[src/rtl/uoec_pkg.sv]
// Package: register map, field positions and sizes of the OUT endpoint block
package uoec_pkg;
  // Printed offset 0x15 is not a multiple of four: offsets kept as indices
  localparam logic [7:0]  UOEC_IDX_CTRL_LOW  = 8'h14;
  localparam logic [7:0]  UOEC_IDX_CTRL_HIGH = 8'h15;
  localparam logic [7:0]  UOEC_IDX_PKT_IN    = 8'h16;
  localparam logic [7:0]  UOEC_IDX_FIFO_DATA = 8'h17;
  localparam logic [11:0] UOEC_ADDR_CTRL_LOW  = 12'h050;
  localparam logic [11:0] UOEC_ADDR_CTRL_HIGH = 12'h054;
  localparam logic [11:0] UOEC_ADDR_PKT_IN    = 12'h058;
  localparam logic [11:0] UOEC_ADDR_FIFO_DATA = 12'h05c;

  // Low control byte fields
  localparam int UOEC_BIT_RDY    = 0;
  localparam int UOEC_BIT_FULL   = 1;
  localparam int UOEC_BIT_LOST   = 2;
  localparam int UOEC_BIT_DERR   = 3;
  localparam int UOEC_BIT_FLUSH  = 4;
  localparam int UOEC_BIT_STALL  = 5;
  // High control byte fields
  localparam int UOEC_BIT_ISO    = 6;
  localparam int UOEC_BIT_DBUF   = 7;

  localparam logic [7:0] UOEC_CTRL_LOW_RST  = 8'h00;
  localparam logic [7:0] UOEC_CTRL_HIGH_RST = 8'h00;

  localparam int UOEC_PKT_WORDS  = 16;
  localparam int UOEC_PKT_SLOTS  = 2;

  // Handshake codes returned to the host side
  localparam logic [1:0] UOEC_HS_NONE  = 2'h0;
  localparam logic [1:0] UOEC_HS_ACK   = 2'h1;
  localparam logic [1:0] UOEC_HS_NAK   = 2'h2;
  localparam logic [1:0] UOEC_HS_STALL = 2'h3;
endpackage : uoec_pkg

[src/rtl/uoec_flag.sv]
`timescale 1ns/100ps
// Sticky flag: hardware set wins over software clear
module uoec_flag (
  input  wire logic pclk,
  input  wire logic presetn,
  input  wire logic set,
  input  wire logic clr,
  output logic      flag
);
  logic flag_q;
  always_ff @(posedge pclk or negedge presetn) begin
    if (!presetn) begin
      flag_q <= 1'b0;
    end else if (set) begin
      flag_q <= 1'b1;
    end else if (clr) begin
      flag_q <= 1'b0;
    end
  end
  assign flag = flag_q;
endmodule : uoec_flag

[src/rtl/uoec_pkt_fifo.sv]
`timescale 1ns/100ps
// Packet FIFO: up to two packets of fixed depth, word read port
module uoec_pkt_fifo #(
  parameter int WIDTH = 8,
  parameter int WORDS = 16
) (
  input  wire logic             pclk,
  input  wire logic             presetn,
  input  wire logic             wr_en,
  input  wire logic [WIDTH-1:0] wr_data,
  input  wire logic             wr_last,
  input  wire logic             rd_en,
  input  wire logic             pop_pkt,
  output logic [WIDTH-1:0]      rd_data,
  output logic [1:0]            pkt_cnt,
  output logic                  rd_started
);
  localparam int AW = $clog2(WORDS);
  logic [WIDTH-1:0] mem [2][WORDS];
  logic             wsel_q;
  logic             rsel_q;
  logic [AW-1:0]    wptr_q;
  logic [AW-1:0]    rptr_q;
  logic [1:0]       cnt_q;
  logic [WIDTH-1:0] rd_q;

  always_ff @(posedge pclk) begin
    if (wr_en) begin
      mem[wsel_q][wptr_q] <= wr_data;
    end
  end

  always_ff @(posedge pclk or negedge presetn) begin
    if (!presetn) begin
      wsel_q <= 1'b0;
      wptr_q <= '0;
    end else if (wr_en && wr_last) begin
      wsel_q <= ~wsel_q;
      wptr_q <= '0;
    end else if (wr_en) begin
      wptr_q <= wptr_q + AW'(1);
    end
  end

  // Popping a packet resets the read pointer to the next slot start
  always_ff @(posedge pclk or negedge presetn) begin
    if (!presetn) begin
      rsel_q <= 1'b0;
      rptr_q <= '0;
      rd_q   <= '0;
    end else if (pop_pkt) begin
      rsel_q <= ~rsel_q;
      rptr_q <= '0;
    end else if (rd_en) begin
      rd_q   <= mem[rsel_q][rptr_q];
      rptr_q <= rptr_q + AW'(1);
    end
  end

  always_ff @(posedge pclk or negedge presetn) begin
    if (!presetn) begin
      cnt_q <= 2'd0;
    end else begin
      cnt_q <= cnt_q + 2'(wr_en && wr_last) - 2'(pop_pkt);
    end
  end

  assign rd_data    = rd_q;
  assign pkt_cnt    = cnt_q;
  assign rd_started = (rptr_q != '0);
endmodule : uoec_pkt_fifo

[src/rtl/uoec_ctrl.sv]
// The APB slave port was chosen for this implementation.
`timescale 1ns/100ps
// OUT endpoint control: APB registers, stall, flush, flags, packet FIFO
// Notes on behaviour
// - Clearing send-stall resumes normal OUT answers
// - Isochronous mode ignores send-stall
// - Flush write discards only oldest packet
// - Flush resets read pointer, clears packet ready unless a second packet remains
// - Flush bit self-clears when flush done
// - Packet into full FIFO sets lost flag, except in bulk mode with send-stall set
// - Full flag from packet count and buffering
// - Bit 7 selects single or double buffering
// - Bit 6 selects bulk or isochronous
// - Send-stall set stalls every bulk OUT request
// - Complete packet sets ready, raises event when no packet is waiting
// - ISO CRC-error packet stored, flags error
module uoec_ctrl
  import uoec_pkg::*;
#(
  parameter int DATA_W = 8,
  parameter int WORDS  = UOEC_PKT_WORDS
) (
  input  wire logic              pclk,
  input  wire logic              presetn,
  input  wire logic              psel,
  input  wire logic              penable,
  input  wire logic              pwrite,
  input  wire logic [11:0]       paddr,
  input  wire logic [31:0]       pwdata,
  input  wire logic [3:0]        pstrb,
  output logic [31:0]            prdata,
  output logic                   pready,
  output logic                   pslverr,
  input  wire logic              out_token,
  input  wire logic              rx_valid,
  input  wire logic [DATA_W-1:0] rx_data,
  input  wire logic              rx_last,
  input  wire logic              rx_crc_err,
  output logic [1:0]             handshake,
  output logic                   handshake_valid,
  output logic                   pkt_ready_event
);
  logic        stall_q;
  logic        iso_q;
  logic        dbuf_q;
  logic        flush_q;
  logic        rdy_q;
  logic        rdy_set;
  logic        rdy_clr;
  logic        lost_flag;
  logic        derr_flag;
  logic        full;
  logic        busy_q;
  logic        drop_q;
  logic        crc_seen_q;
  logic [1:0]  pkt_cnt;
  logic        rd_started;
  logic [DATA_W-1:0] fifo_rd;
  logic [1:0]  hs_q;
  logic        hs_v_q;
  logic        evt_q;
  logic [31:0] rdata_q;
  logic        wr_acc;
  logic        rd_acc;
  logic        wr_low;
  logic        wr_high;
  logic        rd_fifo;
  logic        pop;
  logic        pkt_done;
  logic        accept;
  logic        stall_eff;

  // Aligned word address decode
  function automatic logic addr_is(input logic [11:0] a,
                                   input logic [11:0] ref_a);
    return a == ref_a;
  endfunction : addr_is

  assign wr_acc  = psel && penable && pwrite;
  assign rd_acc  = psel && penable && !pwrite;
  assign wr_low  = wr_acc && pstrb[0] && addr_is(paddr, UOEC_ADDR_CTRL_LOW);
  assign wr_high = wr_acc && pstrb[0] && addr_is(paddr, UOEC_ADDR_CTRL_HIGH);
  assign rd_fifo = rd_acc && addr_is(paddr, UOEC_ADDR_FIFO_DATA)
                   && (pkt_cnt != 2'd0) && !flush_q;
  assign pready  = 1'b1;
  assign pslverr = psel && penable
                   && !addr_is(paddr, UOEC_ADDR_CTRL_LOW)
                   && !addr_is(paddr, UOEC_ADDR_CTRL_HIGH)
                   && !addr_is(paddr, UOEC_ADDR_PKT_IN)
                   && !addr_is(paddr, UOEC_ADDR_FIFO_DATA);

  // Buffering and transfer type
  always_ff @(posedge pclk or negedge presetn) begin
    if (!presetn) begin
      dbuf_q <= UOEC_CTRL_HIGH_RST[UOEC_BIT_DBUF];
      iso_q  <= UOEC_CTRL_HIGH_RST[UOEC_BIT_ISO];
    end else if (wr_high) begin
      dbuf_q <= pwdata[UOEC_BIT_DBUF];
      iso_q  <= pwdata[UOEC_BIT_ISO];
    end
  end

  // Send-stall control bit
  always_ff @(posedge pclk or negedge presetn) begin
    if (!presetn) begin
      stall_q <= UOEC_CTRL_LOW_RST[UOEC_BIT_STALL];
    end else if (wr_low) begin
      stall_q <= pwdata[UOEC_BIT_STALL];
    end
  end

  assign stall_eff = stall_q && !iso_q;

  // Flush: one packet per write, bit self-clears next cycle
  assign pop = flush_q && (pkt_cnt != 2'd0);
  always_ff @(posedge pclk or negedge presetn) begin
    if (!presetn) begin
      flush_q <= 1'b0;
    end else if (flush_q) begin
      flush_q <= 1'b0;
    end else if (wr_low && pwdata[UOEC_BIT_FLUSH]) begin
      flush_q <= 1'b1;
    end
  end

  // Full flag from packet count and buffering mode
  assign full = dbuf_q ? (pkt_cnt >= 2'd2) : (pkt_cnt >= 2'd1);

  // Receive path: accept or drop a whole packet at its first word
  assign accept   = rx_valid && !busy_q && !drop_q && !full && !stall_eff;
  always_ff @(posedge pclk or negedge presetn) begin
    if (!presetn) begin
      busy_q     <= 1'b0;
      drop_q     <= 1'b0;
      crc_seen_q <= 1'b0;
    end else if (rx_valid && rx_last) begin
      busy_q     <= 1'b0;
      drop_q     <= 1'b0;
      crc_seen_q <= 1'b0;
    end else if (rx_valid) begin
      busy_q     <= busy_q || accept;
      drop_q     <= drop_q || (!busy_q && !accept);
      crc_seen_q <= crc_seen_q || rx_crc_err;
    end
  end

  logic store;
  assign store    = rx_valid && (busy_q || accept);
  assign pkt_done = store && rx_last
                    && (iso_q || !(crc_seen_q || rx_crc_err));

  uoec_pkt_fifo #(
    .WIDTH (DATA_W),
    .WORDS (WORDS)
  ) u_fifo (
    .pclk       (pclk),
    .presetn    (presetn),
    .wr_en      (store),
    .wr_data    (rx_data),
    .wr_last    (rx_last && pkt_done),
    .rd_en      (rd_fifo),
    .pop_pkt    (pop || (rdy_clr && rdy_q && !flush_q)),
    .rd_data    (fifo_rd),
    .pkt_cnt    (pkt_cnt),
    .rd_started (rd_started)
  );

  // Packet ready: set on a complete packet or re-raised for a queued one
  assign rdy_clr = wr_low && !pwdata[UOEC_BIT_RDY];
  always_comb begin
    rdy_set = pkt_done && (pkt_cnt == 2'd0 || rdy_clr);
    if (rdy_clr && rdy_q && pkt_cnt == 2'd2) begin
      rdy_set = 1'b1;
    end
    if (pop && pkt_cnt == 2'd2) begin
      rdy_set = 1'b1;
    end
  end

  always_ff @(posedge pclk or negedge presetn) begin
    if (!presetn) begin
      rdy_q <= 1'b0;
    end else if (rdy_set) begin
      rdy_q <= 1'b1;
    end else if (pop || rdy_clr) begin
      rdy_q <= 1'b0;
    end
  end

  // Sticky error flags, cleared only by writing zero
  uoec_flag u_lost (
    .pclk    (pclk),
    .presetn (presetn),
    .set     (rx_valid && !busy_q && !drop_q && full
              && !stall_eff),
    .clr     (wr_low && !pwdata[UOEC_BIT_LOST]),
    .flag    (lost_flag)
  );

  uoec_flag u_derr (
    .pclk    (pclk),
    .presetn (presetn),
    .set     (pkt_done && iso_q
              && (crc_seen_q || rx_crc_err)),
    .clr     (wr_low && !pwdata[UOEC_BIT_DERR]),
    .flag    (derr_flag)
  );

  // Handshake answer to each bulk OUT token
  always_ff @(posedge pclk or negedge presetn) begin
    if (!presetn) begin
      hs_q   <= UOEC_HS_NONE;
      hs_v_q <= 1'b0;
    end else if (out_token) begin
      hs_v_q <= !iso_q;
      if (stall_eff) begin
        hs_q <= UOEC_HS_STALL;
      end else if (full) begin
        hs_q <= UOEC_HS_NAK;
      end else begin
        hs_q <= UOEC_HS_ACK;
      end
    end else begin
      hs_v_q <= 1'b0;
    end
  end

  always_ff @(posedge pclk or negedge presetn) begin
    if (!presetn) begin
      evt_q <= 1'b0;
    end else begin
      evt_q <= rdy_set;
    end
  end

  // Read data mux
  always_comb begin
    rdata_q = 32'h0000_0000;
    if (addr_is(paddr, UOEC_ADDR_CTRL_LOW)) begin
      rdata_q[UOEC_BIT_RDY]   = rdy_q;
      rdata_q[UOEC_BIT_FULL]  = full;
      rdata_q[UOEC_BIT_LOST]  = lost_flag;
      rdata_q[UOEC_BIT_DERR]  = derr_flag;
      rdata_q[UOEC_BIT_FLUSH] = flush_q;
      rdata_q[UOEC_BIT_STALL] = stall_q;
    end else if (addr_is(paddr, UOEC_ADDR_CTRL_HIGH)) begin
      rdata_q[UOEC_BIT_DBUF] = dbuf_q;
      rdata_q[UOEC_BIT_ISO]  = iso_q;
    end else if (addr_is(paddr, UOEC_ADDR_PKT_IN)) begin
      rdata_q[1:0] = pkt_cnt;
      rdata_q[2]   = rd_started;
    end
  end

  // Read data comes straight from register fields; FIFO word one read later
  assign prdata = addr_is(paddr, UOEC_ADDR_FIFO_DATA)
                  ? {{(32-DATA_W){1'b0}}, fifo_rd} : rdata_q;

  assign handshake       = hs_q;
  assign handshake_valid = hs_v_q;
  assign pkt_ready_event = evt_q;
endmodule : uoec_ctrl

[config.mk]
export PLATFORM = sky130hd
export DESIGN_NAME = uoec_ctrl
export DESIGN_NICKNAME = d
export VERILOG_FILES = /design/src/rtl/uoec_pkg.sv /design/src/rtl/uoec_flag.sv /design/src/rtl/uoec_pkt_fifo.sv /design/src/rtl/uoec_ctrl.sv
export SDC_FILE = /design/constraint.sdc
export NUM_CORES = 1
export LEC_CHECK = 0
export ABC_AREA = 1
export CAP_MARGIN = 0
export CORE_MARGIN = 1.5
export CORE_UTILIZATION = 40
export DETAILED_ROUTE_END_ITERATION = 10
export DONT_BUFFER_PORTS = 1
export PLACE_DENSITY = 0.63
export SLEW_MARGIN = 40
export SYNTH_ARGS = -nofsm -noshare
export SYNTH_HDL_FRONTEND = slang
export SYNTH_HIERARCHICAL = 1
export SYNTH_SLANG_ARGS = --single-unit
[constraint.sdc]
create_clock -name pclk -period 2.3 [get_ports pclk]
set_input_delay 0.345 -clock pclk [delete_from_list [all_inputs] [get_ports pclk]]
set_output_delay 0.345 -clock pclk [all_outputs]
set_load 0.05 [all_outputs]
[Yosys cells after proc, flatten, opt, wreduce, memory -nomap -nowiden]
Memory sizes are Yosys's and may differ from the RTL's.
Cells that the tools add are included.
Storage, ports and cells
  register bits after elaboration: 34
  RAM bits: 256
  input bits: 65
  output and inout port bits: 38
  logic and storage cells: 150
  memories kept: 1
Memories
  u_fifo.mem: depth 2, bits a word 128, read ports 1, clocked after Yosys merged registers in 0, wr ports 1, line uoec_pkt_fifo.sv:19  | logic [WIDTH-1:0] mem [2][WORDS];
Operators by class
  $add $sub $neg: 4
  order comparisons: 5
  eq/ne operators: 5
  multiplexer cells: 38
  bitwise logic cells: 5
  reductions and logical operators: 73
Operators with widths (number)
  $mux W128: 1
  $eq A12 B7 Y1 const B: 4
  $logic_and A1 B1 Y1: 40
  $bmux W8 S4: 1
  $demux W8 S4: 1
  $mux W8: 4
  $mux W1: 19
  $logic_not A1 Y1: 16
  $mux W4: 4
  $reduce_bool A2 Y1: 7
  $mux W3: 4
  $ge A5 B5 Y1 const B: 2
  $not A4 Y5: 2
  $add A4 B1 Y4 const B: 2
  $mux W2: 4
  $logic_or A1 B1 Y1: 7
  $lt A5 B1 Y1 const B: 1
  $reduce_bool A4 Y1: 1
  $not A1 Y1: 3
  $add A2 B1 Y2: 1
  $eq A2 B2 Y1 const B: 1
  $ge A2 B1 Y1 const B: 1
  $ge A2 B2 Y1 const B: 1
  $logic_not A2 Y1: 1
  other kinds (2): 2

[Logic depth before layout (Yosys ltp)]
Gate-level depths: netlist of run 1.
  depth in word-level cells: 13
  depth in mapped cells: 12
  depth with buffers taken out: 12

[By module]
Netlist of run 1, hierarchy kept.
Modules (own cells, without submodules)
  uoec_pkt_fifo: instances 1, cells an instance 983, area an instance 11343.4 um^2, sequential area each 8187.9 um^2
  uoec_ctrl: instances 1, cells an instance 161, area an instance 1101.1 um^2, sequential area each 300.3 um^2
  uoec_flag: instances 2, cells an instance 5, area an instance 40.0 um^2, sequential area each 25.0 um^2

[Worst setup path before layout of run 1]
Ideal clock, no wire load.
  path kind: reg2reg
  start point: reg u_fifo.cnt_q[0], in the netlist u_fifo/pkt_cnt[0]
  end point: mem u_fifo/mem[0][10] in the netlist's numbering, enable pin
  library setup time: 383 ps
  arrival: 2120 ps
  required time: 1917 ps
  setup slack: -204 ps
  stages on the path, launching flop included: 9
  buffers on the path: 1
  period minus slack after synthesis: 2504 ps
  path through: dfrtp_1 > a21oi_2 > nand3_1 > nand2_1 > inv_1 > nor2_1 > clkbuf_1 > nand2_1 > nor3_1
Between the ends
  longest elaborated chain between the ends: 9
  elaborated cells on any way between the ends: 10
  classes of those cells: 2 x order compare; 3 x mux; 5 x reduce/logical
Ends and longest elaborated chain
  from (decl): line uoec_pkt_fifo.sv:24  | logic [1:0] cnt_q;
  from (signal assigned): line uoec_pkt_fifo.sv:64  | cnt_q <= cnt_q + 2'(wr_en && wr_last) - 2'(pop_pkt);
  $ge A2 B1 Y1 or $ge A2 B2 Y1 (tied branches): line uoec_ctrl.sv:127  | assign full = dbuf_q ? (pkt_cnt >= 2'd2) : (pkt_cnt >= 2'd1);
  $mux W1 *: line uoec_ctrl.sv:127
  $logic_not A1 Y1 *: line uoec_ctrl.sv:130  | assign accept = rx_valid && !busy_q && !drop_q && !full && !stall_eff;
  $logic_and A1 B1 Y1 * (2 in series): line uoec_ctrl.sv:130
  $logic_or A1 B1 Y1 *: line uoec_ctrl.sv:148  | assign store = rx_valid && (busy_q || accept);
  $logic_and A1 B1 Y1 *: line uoec_ctrl.sv:148
  net store: line uoec_ctrl.sv:147  | logic store;
  $mux W1 *: line uoec_pkt_fifo.sv:28  | if (wr_en) begin
  $mux W128 (not written as such) *: line uoec_pkt_fifo.sv:29  | mem[wsel_q][wptr_q] <= wr_data;
  to (decl): line uoec_pkt_fifo.sv:19
The timed path passes the listed nets; every way through them passes the cells marked *.

[Worst setup path after layout of run 1]
  start point: reg u_fifo.rptr_q[3]
  end point: out prdata[2]
Between the ends
  longest elaborated chain between the ends: 5
Ends and longest elaborated chain
  from (decl): line uoec_pkt_fifo.sv:23  | logic [AW-1:0] rptr_q;
  from (signal assigned): line uoec_pkt_fifo.sv:56  | rptr_q <= rptr_q + AW'(1);
  $reduce_bool A4 Y1: line uoec_pkt_fifo.sv:70  | assign rd_started = (rptr_q != '0);
  net rd_started: line uoec_ctrl.sv:57  | logic rd_started;
  $mux W3: line uoec_ctrl.sv:249  | end else if (addr_is(paddr, UOEC_ADDR_PKT_IN)) begin
  $mux W3: line uoec_ctrl.sv:246  | end else if (addr_is(paddr, UOEC_ADDR_CTRL_HIGH)) begin
  $mux W3: line uoec_ctrl.sv:239  | if (addr_is(paddr, UOEC_ADDR_CTRL_LOW)) begin
  $mux W8: line uoec_ctrl.sv:257  | ? {{(32-DATA_W){1'b0}}, fifo_rd} : rdata_q;
  to (decl): line uoec_ctrl.sv:31  | output logic [31:0] prdata,
The timed path passes the listed nets, and every way through them passes these cells.

==> results.ini, run 1 <==
[route]
wl_per_cell_um=17.6
drtAntennaViolNets=0
drcViolationCount=0
drt-pass1-iter-count=8
vias=8434
vias_per_cell=5.18
wl_mm=28.7
first_iter_violations=725

[place]
dpl.hpwl_mm=17.5
io_buffers=0
dpl_worst_slack_ns=0.0584
gp_congestion=0.891

[synth]
synth_cells=1154
synth_seq_cells=290
ys.flop_type=edfxtp_1
synth_common_cells=376 x nand2_1, 256 x edfxtp_1, 229 x nand3_1
synth_compound_area_share_pct=1.56
synth_cell_types=35
yosysSeqAreaShare_pct=68.2
synth_top_family_by_area=simple AND/OR/NAND/NOR gates
synth_edf_count=256
synth_mux_area_share_pct=0
yosys.area_share.simple_pct=23.9
synth_fa_ha_area_share_pct=0.799
synthTopCellsByArea=edfxtp_1 61%, nand2_1 11%, nand3_1 9.2%
yosys.area.top_type_share_pct=61.4
synth.most_common_cell=nand2_1
postSynthAreaPerCell_um2=10.9
synth_xor_area_share_pct=0.280
netlist_area_um2=12500
yosysTopAreaCell=edfxtp_1
yosysWarnings=6
async_flop_share_pct=11.7

[clocking]
clockBufferDepth=3
cts_tree=built
cts-root-buf=clkbuf_16
numCtsBuffers=29
cts.clk_slew.worst_paths_ns=0.06
clk_latency_ns=0.56
cts_sinks=290
htreeDepth=1

[timing]
fin_skew_ns=0.00744
layout_min_cycle_time_ns=2.20
slew_headroom_pct=65.6
fmax_mhz=455
hold_violations=0
rsz0062_at_grt=true
slew_violations=0
tightest_slew_ns=0.516
timing.final.crit_share_pct=95.6
layout_setup_ws_ns=0.101
setup_viol=0
setup_tns_ns=0

[setup_path]
cp_slowest_cell=dfrtp_1
critPathRequiredTime_ns=1.96
crit_arrival_ns=1.85
cpPeakStageDelay_ns=0.55
cp-end-kind=primary output
r2r-start=u_fifo/pkt_cnt[0]
worstPathCellList=clkinv_1 > nand3_1 > inv_1 > nor2_1 > o22ai_1 > inv_1 > buf_12
cpMostUsedCell=inv_1
startpoint=u_fifo/rptr_q[3]
cp_max_fo=10
worstSetupPathType=register to primary output
rrSetupSlack_ns=0.14
startpoint_type=register

[power]
ir_drop_mv=0.710
p_leak_nw=5.59
totalPowerFinal_mw=11.5
power_density_nw_per_um2=795

[cells_and_area]
n_antenna_cell=0
n_fill_cell=2728
nNetsFinal=1283
post-route-util_pct=47.2
area_growth_pct=15.5
drive_gt1_share_pct=11.8

[floorplanning]
start_util_pct=40.8
rows=64
design.core.area_um2=30700
die_area_um2=32400
die_h_um=180
ios=103
dieWidth_um=180

[global_route]
grt_pass1_wl_mm=44.6
grt_pass1_vias=7922
grt_max_degree=106
grt.total_usage_pct=17.5
antenna_found_initial=0
grt_overflow=0

[hold_path]
min-delay-start=rx_valid
hold_class=primary input to register

[flow_run]
maxCapViolCount=0

[status]
status=complete, no violations

[sequential cells by signal, indices dropped and copies added, names as in the netlist, 2 cells and up]
| name | flops |
|---|---|
| handshake | 2 |
| u_fifo/rptr_q | 4 |
| u_fifo/mem | 256 |
| u_fifo/pkt_cnt | 2 |
| u_fifo/rd_data | 8 |
| u_fifo/wptr_q | 4 |
[stage by stage]
stage,hold slack (ns),cell area (um^2),instances
6_report,0.0103,14500,1629
5_1_grt,0.0344,14500,1629
4_1_cts,0.00586,14400,1626
3_5_place_dp,0.0518,13200,1553
3_3_place_gp,0.0519,13200,1553
2_1_floorplan,0.0494,12600,1177
[power breakdown]
group / leakage [nW] / switching, mW / internal [mW] / total [mW]
clock network: 0.457 / 1.95 / 2.61 / 4.57
logic: 2.42 / 0.654 / 0.250 / 0.904
registers: 2.71 / 0.143 / 5.89 / 6.03
total: 5.59 / 2.75 / 8.75 / 11.5
[placed cells by master, fill, tap and decap left out, types with 2 or more instances in the layout]
master	instances
xnor2_1	2
a21oi_1	13
bufinv_16	2
clkinv_1	9
inv_1	33
nand4_1	3
edfxtp_1	256
nor3_1	24
nor3_2	4
o22ai_1	3
nand3_1	229
a31oi_1	4
conb_1	25
o21ai_0	8
clkinv_2	9
ha_1	8
o31ai_2	3
nor2_2	3
dfrtp_1	32
nand2_2	5
buf_12	17
clkbuf_1	7
buf_4	58
nor4_1	2
o21ai_1	3
xor2_1	2
dlygate4sd3_1	10
nor2_1	39
inv_2	4
nand2_1	374
clkbuf_16	30
[cells by family after synthesis]
kind of cell               count (synthesis)
DFF                                      290
AOI/OAI and AO/OA                         35
xor gates and xnor gates                   4
adders and majority gates                  8
other                                      2
and+or+nand+nor                          689
buffers and inverters                    126
[cell type report]
type | instances | area [um^2] | area share (%)
clock inverter | 17 | 143 | 0.986
clock buffer | 37 | 777 | 5.37
timing repair buffer | 85 | 876 | 6.06
inverter | 43 | 173 | 1.19
tap | 396 | 495 | 3.43
multi-input combinational | 761 | 3460 | 23.9
sequential | 290 | 8540 | 59.1
[final timing paths]
path                                          end  cells past startpoint
worst max-delay path                    prdata[2]                      7
worst min-delay path                   crc_seen_q                      3
worst max register to register  u_fifo/mem[1][50]                      9
worst min register to register        u_derr/flag                      2
max in group asynchronous           u_fifo/rsel_q                      2
min in group asynchronous       u_fifo/rd_data[0]                      2
[routing by layer]
| layer | wire length (um) | up-vias | GRT usage [%] |
|---|---|---|---|
| li1 | - | 4051 | - |
| met1 | 13200 | 4046 | 25.8 |
| met2 | 12800 | 284 | 26.7 |
| met3 | 2020 | 53 | 2.96 |
| met4 | 751 | 0 | 5.10 |
| met5 | 0 | - | 0 |
[critical path, delay by kind of cell, from the launching register on]
kind	cells	cell delay, ns
buffers and inverters	4	0.44
flip-flops	1	0.55
AO/OA/AOI/OAI	1	0.08
AND/OR/NAND/NOR	2	0.23
[repair_timing]
action	CTS	global route
hold buffers	19	0
setup buffers	0	3
gates resized for setup	2	10
endpoints found under the setup margin	1	162
hold endpoints to repair	301	0
Note: power is estimated with default switching activity, not from simulation.
==> inputs of run 2 (changes only) <==
--- a/config.mk
+++ b/config.mk
@@ -12,6 +12,7 @@
 export DETAILED_ROUTE_END_ITERATION = 10
 export DONT_BUFFER_PORTS = 1
 export PLACE_DENSITY = 0.63
+export REMOVE_ABC_BUFFERS = 1
 export SLEW_MARGIN = 40
 export SYNTH_ARGS = -nofsm -noshare
 export SYNTH_HDL_FRONTEND = slang
==> run 2 against run 1 <==
Routed wire length is 3.2% lower. Core utilization is 0.26 points lower. Non-clock buffer count is 6 lower. Combinational power is 3.7% lower. Critical path depth stayed put. Sequential share of layout area is 0.33 points higher. Clock power is 2% higher. Sequential power hardly changed. Hold slack better by 0.011 ns. First-iteration DRC count is 1.1% higher.
==> results.ini, run 2 (synthesized netlist as in run 1, its figures left out) <==
[global_route]
grt_pass1_wl_mm=44.2
grt_max_degree=65
grt.total_usage_pct=17.3
grt_pass1_vias=8154
antenna_found_initial=0
grt_overflow=0

[setup_path]
rrSetupSlack_ns=0.16
critPathRequiredTime_ns=1.96
r2r_end=u_fifo/mem[1][97]
worstSetupPathType=register to primary output
startpoint=u_fifo/rptr_q[3]
rr_worst_depth=11
cp-endpoint=prdata[2]
cp_max_fo=10
r2r-start=u_fifo/pkt_cnt[0]
crit_arrival_ns=1.82
startpoint_type=register
cp-end-kind=primary output

[cells_and_area]
fin_cells=1625
largest_reg_flops=256
nNetsFinal=1278
top_register=u_fifo/mem
area_growth_pct=14.8
multi_input_area_um2=3440
n_fill_cell=2745
drive_gt1_share_pct=11.1
final_cell_mix=372 x nand2_1, 256 x edfxtp_1, 229 x nand3_1
post-route-util_pct=46.9
final_common_cell=nand2_1
regArea_um2=8540

[route]
drcViolationCount=0
drtAntennaViolNets=0
vias_per_cell=5.13
wl_per_cell_um=17.1
drt-pass1-iter-count=5
vias=8340
wl_mm=27.8
first_iter_violations=733

[timing]
fmax_mhz=461
timing.final.crit_share_pct=94.2
slew_headroom_pct=60.3
rsz0062_at_grt=false
setup_tns_ns=0
setup_viol=0
fin_skew_ns=0.0273
hold_violations=0
layout_min_cycle_time_ns=2.17
slew_violations=0
tightest_slew_ns=0.593

[floorplanning]
rows=64
dieWidth_um=180
die_area_um2=32400
die_h_um=180
start_util_pct=40.8
design.core.area_um2=30700
ios=103

[power]
ir_drop_mv=0.609
p_leak_nw=5.54
power_density_nw_per_um2=804

[flow_run]
maxCapViolCount=0

[clocking]
cts_tree=built
cts-root-buf=clkbuf_16
cts.clk_slew.worst_paths_ns=0.06
htreeDepth=1
clockBufferDepth=3
clk_latency_ns=0.56
numCtsBuffers=30
cts_sinks=290

[place]
placed_cells=1550
gp_congestion=0.838
dpl.hpwl_mm=16.9
io_buffers=0

[status]
status=complete, no violations

[hold_path]
hold_class=primary input to register

-- run 2: cell count changes in the layout (fill, tap and decap cells not counted), sizes merged --
cell	delta
buf	-5
bufinv	+1
clkbuf	+5
clkinv	-4
clkinvlp	+1
diode	+1
dlygate4sd3	-1
inv	-2
-- run 2: power by group --
group | switching [mW] | internal, mW | total [mW]
Clock | 1.92 | 2.74 | 4.66
Combinational | 0.636 | 0.235 | 0.871
Sequential | 0.144 | 5.89 | 6.03
-- run 2: metrics by stage --
step | power [mW] | hold slack, ns | setup WS (ns) | instance area [um^2]
final | 11.6 | 0.0214 | 0.133 | 14400
after global routing | 12.0 | 0.0285 | 0.00208 | 14400
after CTS | 11.6 | 0.00866 | 0.0546 | 14400
after detailed placement | 6.86 | 0.0502 | 0.0522 | 13100
after global placement | 6.84 | 0.0502 | 0.0770 | 13100
after floorplan | 6.62 | 0.0494 | -2.16 | 12100
-- run 2: metal layers --
layer	up-vias	GRT usage [%]	wire length [um]
met2	259	27.5	12700
met3	50	2.47	1580
met4	0	5.13	698
li1	4032	-	-
met5	-	0	0
met1	3999	24.6	12800
-- run 2: critical path: stages (launching register included) --
cell	delay [ns]
dfrtp_1	0.53
clkinv_1	0.17
nand3_1	0.10
inv_1	0.06
nor2_1	0.10
o22ai_1	0.08
inv_1	0.09
buf_12	0.14
-- run 2: how the worst min path moves through the flow --
stage	from	end	slack, ns	cells after the start
2_1_floorplan	presetn	busy_q	0.05	0
3_3_place_gp	presetn	crc_seen_q	0.05	0
3_5_place_dp	presetn	crc_seen_q	0.05	0
4_1_cts	pwdata[3]	u_derr/flag	0.009	4
5_1_grt	pwdata[3]	u_derr/flag	0.03	4
6_report	pwdata[3]	u_derr/flag	0.02	4
-- run 2: area by class of cell --
type                            count  share of cell area (%)
Sequential cell                   290                    59.4
Multi-Input combinational cell    761                    23.9
Clock inverter                     13                    1.04
Inverter                           43                    1.13
Timing Repair Buffer               79                    5.50
Tap cell                          396                    3.44
Antenna cell                        1                  0.0174
Clock buffer                       42                    5.53
-- run 2: what timing repair did --
action,CTS,global route
endpoints found under the hold margin,300,0
hold buffers,18,0
resized for setup,0,5
setup endpoints to repair,0,81
setup buffers,0,1
